<file path="src/common/acp_pkg.sv">
// package: register map, fields, reset values and timing for the aux control port
`default_nettype none
package acp_pkg;
   // ------------------------------------------------------------
   // register offsets (byte addresses)
   // ------------------------------------------------------------
   localparam logic [11:0] ACP_CTRL_OFF   = 12'h000;
   localparam logic [11:0] ACP_STATUS_OFF = 12'h004;
   localparam logic [11:0] ACP_CHANGE_OFF = 12'h008;
   // ------------------------------------------------------------
   // control fields
   // ------------------------------------------------------------
   localparam int ACP_CTRL_ISO_BIT   = 0;
   localparam int ACP_CTRL_SENSE_BIT = 1;
   localparam int ACP_CTRL_NEG_BIT   = 2;
   localparam int ACP_CTRL_FOLD_BIT  = 3;
   localparam int ACP_CTRL_FAULT_BIT = 4;
   localparam logic [31:0] ACP_CTRL_RST = 32'h0000_0000;
   // ------------------------------------------------------------
   // status fields
   // ------------------------------------------------------------
   localparam int ACP_STAT_SHDN_BIT   = 0;
   localparam int ACP_STAT_KICK_BIT   = 1;
   localparam int ACP_STAT_SYNC_BIT   = 2;
   localparam int ACP_STAT_KCNT_LSB   = 8;
   localparam int ACP_STAT_SCNT_LSB   = 16;
   localparam int ACP_CNT_W           = 8;
   // ------------------------------------------------------------
   // timing
   // ------------------------------------------------------------
   localparam longint ACP_CLK_HZ      = 10_000_000;
   localparam longint ACP_SYNC_US     = 10_000;
   localparam longint ACP_SYNC_CYC    = (ACP_SYNC_US * ACP_CLK_HZ) / 1_000_000;
   localparam int     ACP_TMR_W       = 20;
endpackage : acp_pkg
`default_nettype wire

</file>
<file path="src/common/acp_sync_if.sv">
// interface: change request and pulse state between top and pulse timer
`default_nettype none
interface acp_sync_if;
   logic kick;
   logic active;
   modport ctl (output kick, input active);
   modport tmr (input kick, output active);
endinterface : acp_sync_if
`default_nettype wire

</file>
<file path="src/hdl/acp_aux_port.sv">
// module: auxiliary control signal port with apb register access
`default_nettype none
module acp_aux_port
   import acp_pkg::*;
#(
   parameter logic [ACP_TMR_W-1:0] PULSE_CYC = ACP_TMR_W'(ACP_SYNC_CYC)
) (
   // clock and reset
   input  wire logic        core_clk_i,
   input  wire logic        rst_i,
   // apb slave
   input  wire logic        psel,
   input  wire logic        penable,
   input  wire logic        pwrite,
   input  wire logic [11:0] paddr,
   input  wire logic [31:0] pwdata,
   output logic [31:0]      prdata,
   output logic             pready,
   output logic             pslverr,
   // supply state from core
   input  wire logic        foldback_mode_i,
   input  wire logic        fault_recorded_i,
   input  wire logic        output_change_i,
   // rear pins, inputs
   input  wire logic        shutdown_pin_i,
   input  wire logic        seq_kick_pin_i,
   // open-collector outputs, oe low drives low
   output logic             fold_flag_o,
   output logic             fold_flag_oe_n_o,
   output logic             fault_flag_o,
   output logic             fault_flag_oe_n_o,
   output logic             sync_pulse_o,
   output logic             sync_pulse_oe_n_o,
   // relay drives
   output logic             output_relay_o,
   output logic             remote_sense_relay_o,
   output logic             negative_output_relay_o,
   // to supply core
   output logic             supply_shutdown_o,
   output logic             seq_trigger_o
);
   typedef struct packed {
      logic [31:0]          ctrl;
      logic [31:0]          rdata;
      logic                 ready;
      logic                 err;
      logic [1:0]           shdn_s;
      logic [1:0]           kick_s;
      logic                 kick_d;
      logic                 trig;
      logic                 shdn;
      logic [ACP_CNT_W-1:0] kcnt;
      logic [ACP_CNT_W-1:0] scnt;
      logic                 fold_oe_n;
      logic                 fault_oe_n;
      logic                 sync_oe_n;
      logic                 iso;
      logic                 sense;
      logic                 neg;
   } acp_top_s;

   acp_top_s   st_r;
   acp_top_s   st_nxt;
   acp_sync_if sif ();
   logic       sw_change;
   logic       acc;

   acp_sync_timer #(.PULSE_CYC(PULSE_CYC)) u_tmr (
      .core_clk_i (core_clk_i),
      .rst_i      (rst_i),
      .sif        (sif)
   );

   // ------------------------------------------------------------
   // combinational next state
   // ------------------------------------------------------------
   always_comb begin
      st_nxt    = st_r;
      acc       = psel && penable && !st_r.ready;
      sw_change = 1'b0;
      st_nxt.ready = acc;
      st_nxt.err   = 1'b0;
      st_nxt.rdata = '0;
      if (acc) begin
         if (pwrite) begin
            case (paddr)
               ACP_CTRL_OFF: begin
                  st_nxt.ctrl = pwdata & 32'h0000_001F;
               end
               ACP_CHANGE_OFF: begin
                  sw_change = pwdata[0];
               end
               ACP_STATUS_OFF: begin
               end
               default: begin
                  st_nxt.err = 1'b1;
               end
            endcase
         end else begin
            case (paddr)
               ACP_CTRL_OFF: begin
                  st_nxt.rdata = st_r.ctrl;
               end
               ACP_STATUS_OFF: begin
                  st_nxt.rdata[ACP_STAT_SHDN_BIT] = st_r.shdn;
                  st_nxt.rdata[ACP_STAT_KICK_BIT] = st_r.kick_s[1];
                  st_nxt.rdata[ACP_STAT_SYNC_BIT] = sif.active;
                  st_nxt.rdata[ACP_STAT_KCNT_LSB +: ACP_CNT_W] = st_r.kcnt;
                  st_nxt.rdata[ACP_STAT_SCNT_LSB +: ACP_CNT_W] = st_r.scnt;
               end
               ACP_CHANGE_OFF: begin
               end
               default: begin
                  st_nxt.err = 1'b1;
               end
            endcase
         end
      end
      // pin synchronisers
      st_nxt.shdn_s = {st_r.shdn_s[0], shutdown_pin_i};
      st_nxt.kick_s = {st_r.kick_s[0], seq_kick_pin_i};
      st_nxt.shdn = st_r.shdn_s[1];
      if (st_r.shdn_s[1] && !st_r.shdn) begin
         st_nxt.scnt = st_r.scnt + ACP_CNT_W'(1);
      end
      st_nxt.kick_d = st_r.kick_s[1];
      st_nxt.trig   = st_r.kick_s[1] && !st_r.kick_d;
      if (st_r.kick_s[1] && !st_r.kick_d) begin
         st_nxt.kcnt = st_r.kcnt + ACP_CNT_W'(1);
      end
      st_nxt.fold_oe_n  = !(foldback_mode_i || st_nxt.ctrl[ACP_CTRL_FOLD_BIT]);
      st_nxt.fault_oe_n = !(fault_recorded_i || st_nxt.ctrl[ACP_CTRL_FAULT_BIT]);
      st_nxt.sync_oe_n  = !sif.active;
      st_nxt.iso   = st_nxt.ctrl[ACP_CTRL_ISO_BIT];
      st_nxt.sense = st_nxt.ctrl[ACP_CTRL_SENSE_BIT];
      st_nxt.neg   = st_nxt.ctrl[ACP_CTRL_NEG_BIT];
   end

   assign sif.kick = output_change_i || sw_change;

   always_ff @(posedge core_clk_i or posedge rst_i) begin
      if (rst_i) begin
         st_r            <= '0;
         st_r.ctrl       <= ACP_CTRL_RST;
         st_r.fold_oe_n  <= 1'b1;
         st_r.fault_oe_n <= 1'b1;
         st_r.sync_oe_n  <= 1'b1;
      end else begin
         st_r <= st_nxt;
      end
   end

   // ------------------------------------------------------------
   // outputs
   // ------------------------------------------------------------
   assign prdata                  = st_r.rdata;
   assign pready                  = st_r.ready;
   assign pslverr                 = st_r.err;
   assign fold_flag_o             = 1'b0;
   assign fold_flag_oe_n_o        = st_r.fold_oe_n;
   assign fault_flag_o            = 1'b0;
   assign fault_flag_oe_n_o       = st_r.fault_oe_n;
   assign sync_pulse_o            = 1'b0;
   assign sync_pulse_oe_n_o       = st_r.sync_oe_n;
   assign output_relay_o          = st_r.iso;
   assign remote_sense_relay_o    = st_r.sense;
   assign negative_output_relay_o = st_r.neg;
   assign supply_shutdown_o       = st_r.shdn;
   assign seq_trigger_o           = st_r.trig;
endmodule : acp_aux_port
`default_nettype wire

</file>
<file path="src/hdl/acp_sync_timer.sv">
// module: retriggerable low-active sync pulse timer
`default_nettype none
module acp_sync_timer
   import acp_pkg::*;
#(
   parameter logic [ACP_TMR_W-1:0] PULSE_CYC = ACP_TMR_W'(ACP_SYNC_CYC)
) (
   // clock and reset
   input  wire logic core_clk_i,
   input  wire logic rst_i,
   // change link
   acp_sync_if.tmr   sif
);
   typedef struct packed {
      logic [ACP_TMR_W-1:0] cnt;
      logic                 act;
   } acp_tmr_s;

   acp_tmr_s st_r;
   acp_tmr_s st_nxt;

   always_comb begin
      st_nxt = st_r;
      if (sif.kick) begin
         st_nxt.cnt = PULSE_CYC - ACP_TMR_W'(1);
         st_nxt.act = 1'b1;
      end else if (st_r.act) begin
         if (st_r.cnt == '0) begin
            st_nxt.act = 1'b0;
         end else begin
            st_nxt.cnt = st_r.cnt - ACP_TMR_W'(1);
         end
      end
   end

   always_ff @(posedge core_clk_i or posedge rst_i) begin
      if (rst_i) begin
         st_r <= '0;
      end else begin
         st_r <= st_nxt;
      end
   end

   assign sif.active = st_r.act;
endmodule : acp_sync_timer
`default_nettype wire

</file>
<file path="config.mk">
export PLATFORM = sky130hd
export DESIGN_NAME = acp_aux_port
export DESIGN_NICKNAME = d
export VERILOG_FILES = /design/src/common/acp_pkg.sv /design/src/common/acp_sync_if.sv /design/src/hdl/acp_aux_port.sv /design/src/hdl/acp_sync_timer.sv
export SDC_FILE = /design/constraint.sdc
export NUM_CORES = 1
export LEC_CHECK = 0
export CAP_MARGIN = 20
export CORE_ASPECT_RATIO = 1.25
export CORE_MARGIN = 3
export CORE_UTILIZATION = 35
export DETAILED_ROUTE_END_ITERATION = 16
export DONT_BUFFER_PORTS = 1
export GPL_TIMING_DRIVEN = 0
export PLACE_DENSITY = 0.52
export SLEW_MARGIN = 20
export SYNTH_ARGS = -nofsm -noshare
export SYNTH_HDL_FRONTEND = slang
export SYNTH_HIERARCHICAL = 1
export SYNTH_SLANG_ARGS = --single-unit
export TNS_END_PERCENT = 100
</file>
<file path="constraint.sdc">
create_clock -name core_clk_i -period 3.08 [get_ports core_clk_i]
set_clock_uncertainty 0.1 [all_clocks]
set_input_delay 0.616 -clock core_clk_i [delete_from_list [all_inputs] [get_ports core_clk_i]]
set_output_delay 0.616 -clock core_clk_i [all_outputs]
set_load 0.005 [all_outputs]
</file>
==> impl_metrics.ini <==
[drt]
drt_iter0_markers = 45
totalWireLength_mm = 6.51
drtAntennaViolNets = 0
num_vias = 2162
dr.pass1.iters = 4
via_per_inst = 4.68
wire_per_inst_um = 14.1
drc = 0

[sta]
tns_ps = 0
max_freq_mhz = 383
finalHoldViolations = 0
fin_crit_sh_pct = 84.9
rsz0062_at_grt = no
tightestPinTransition_ps = 884
max_slew_margin_pct = 41.0
drv_slew = 0
setup_viol = 0
holdWs_ps = 159
min_period_ps = 2610

[place]
port_buffers = 0
dp_hpwl_mm = 4.65
gp_congestion = 0.782

[global_route]
grt_start_max_net_pins = 55
antenna_found_initial = 0
grt_overflow_total = 0
gr-usage-all-layers_pct = 12.6
grt_first_pass_wirelength_mm = 10.9
grt_pass1_vias = 2134

[clock_tree]
post_cts_buffers = 0
cts_buffers = 9
cts.sinks = 75
ctsHtreeMaxLevel = 3
cts_root_buf = clkbuf_16
tritoncts = done
path_clk_slew_ps = 60
ctsHoldBuffers = 0
cts_resized = 0
insertion_delay_ps = 330
clk_path_buf_depth = 2

[critical_path]
arrival_ps = 2760
crit_required_ps = 3230
criticalPathCategory = reg -> reg
cp-start-kind = flop
endpoint_kind = flop
worstPathMaxFanout = 10

[synth]
syn_area_per_cell_um2 = 11.5
syn_area_um2 = 3540
syn-instance-count = 307
ys_warn_count = 6
netlist.area_leader.share_pct = 50.9
netlist_top_cells_area = dfrtp_1, buf_4, mux2_2
async_flop_share_pct = 100
synth_ff_type = dfrtp_1
ys_seq_area_share_pct = 53.1
ys_types = 51
synth_area_leader_cell = dfrtp_1
synth_edf_count = 0
ys_ff_latch = 75

[floorplanning]
coreArea_um2 = 9760
initial_core_util_pct = 36.3
die_x_um = 95.9
dieArea_um2 = 11400
rows = 40
ios = 99
die_h_um = 118

[layout]
area_growth_pct = 13.6
drive_gt1_share_pct = 29.2
final_common_cell = dfrtp_1
diodes = 0
design.final.nets = 389
final_cell_mix = dfrtp_1, buf_4, nor2_1

[job]
maxCapViolCount = 0

[power_and_ir_drop]
ir_drop_mv = 0.309
power.density_nw_per_um2 = 572
total_power_mw = 2.30
p_leak_nw = 1.83

[worst_hold_path]
holdCritPathClass = in -> async

[run_status]
status = finished clean
==> state kept, by name, summed over array words and instances (netlist names) <==
| name | flops |
|---|---|
| pready | 1 |
| pslverr | 1 |
| st_r | 22 |
| prdata | 21 |
| u_tmr/st_r | 20 |
| st_nxt | 4 |
| fold_flag_oe_n_o | 1 |
| sync_pulse_oe_n_o | 1 |
| supply_shutdown_o | 1 |
| u_tmr/sif.active | 1 |
| seq_trigger_o | 1 |
| fault_flag_oe_n_o | 1 |
==> cells by family after synthesis <==
logic type	share of synthesized area (%)
simple gates	20.4
flops	53.1
buf+inv	9.83
compound gates	4.95
mux	6.68
xor+xnor	3.46
fa+ha+maj	1.41
other cells	0.106
==> critical path: stages (launching register included) <==
cell and delay [ps]:
dfrtp_1 390, nand3b_1 250, or3b_4 430, nor2_1 110
a31o_2 200, clkbuf_1 400, clkbuf_1 420, nor2_1 80
mux2i_1 140
==> synthesized netlist by cell type, drive strengths merged (5+ instances only) <==
master   n
nand2    9
mux2    13
nor2b   11
nor3     6
nor2    23
and2    16
or3      7
buf     39
mux2i    9
nand3    5
clkbuf   5
a21oi    9
nor4     8
nand4    7
xnor2   11
inv      7
dfrtp   72
==> layer usage <==
metal	share of wire (%)	global-route usage (%)
met2	47	18.9
met1	45	16.4
met5	0	0
met4	2.5	5.60
met3	4.9	3.76
==> path summary, 6_finish.rpt <==
check | start | endpoint | slack [ps] | depth (start not counted)
min in group core_clk_i | seq_kick_pin_i | st_nxt[26] | 210 | 0
max in group asynchronous | rst_i | u_tmr/st_r[9] | 2070 | 1
worst min register to register | st_nxt[26] | st_nxt[24] | 250 | 0
worst max register to register | pready | u_tmr/st_r[2] | 470 | 8
worst min-delay path | rst_i | st_r[9] | 160 | 1
worst max-delay path | pready | u_tmr/st_r[2] | 470 | 8
==> power breakdown <==
| group | switching [mW] | internal [mW] | total (mW) |
|---|---|---|---|
| Combinational | 0.0884 | 0.0945 | 0.183 |
| Sequential | 0.0852 | 1.07 | 1.16 |
| Clock | 0.395 | 0.566 | 0.962 |
| Total | 0.569 | 1.73 | 2.30 |
==> final cells by class <==
type                            count  area (µm²)
Fill cell                         949        5740
Sequential cell                    75        1880
Multi-Input combinational cell    194        1360
Buffer                             44         322
Clock buffer                       12         246
Tap cell                          126         158
Inverter                            7        28.8
Clock inverter                      4        27.5
==> stage by stage <==
stage / worst slack (ps) / util (%) / instances / cell area, µm²
floorplan: 718 / - / 320 / 3590
global placement: 280 / 38.4 / 446 / 3750
detailed placement: 276 / 38.4 / 446 / 3750
CTS: 432 / 41.2 / 462 / 4020
global route: 211 / 41.2 / 462 / 4020
finish: 466 / 41.2 / 462 / 4020
(Power assumes the default switching activity.)
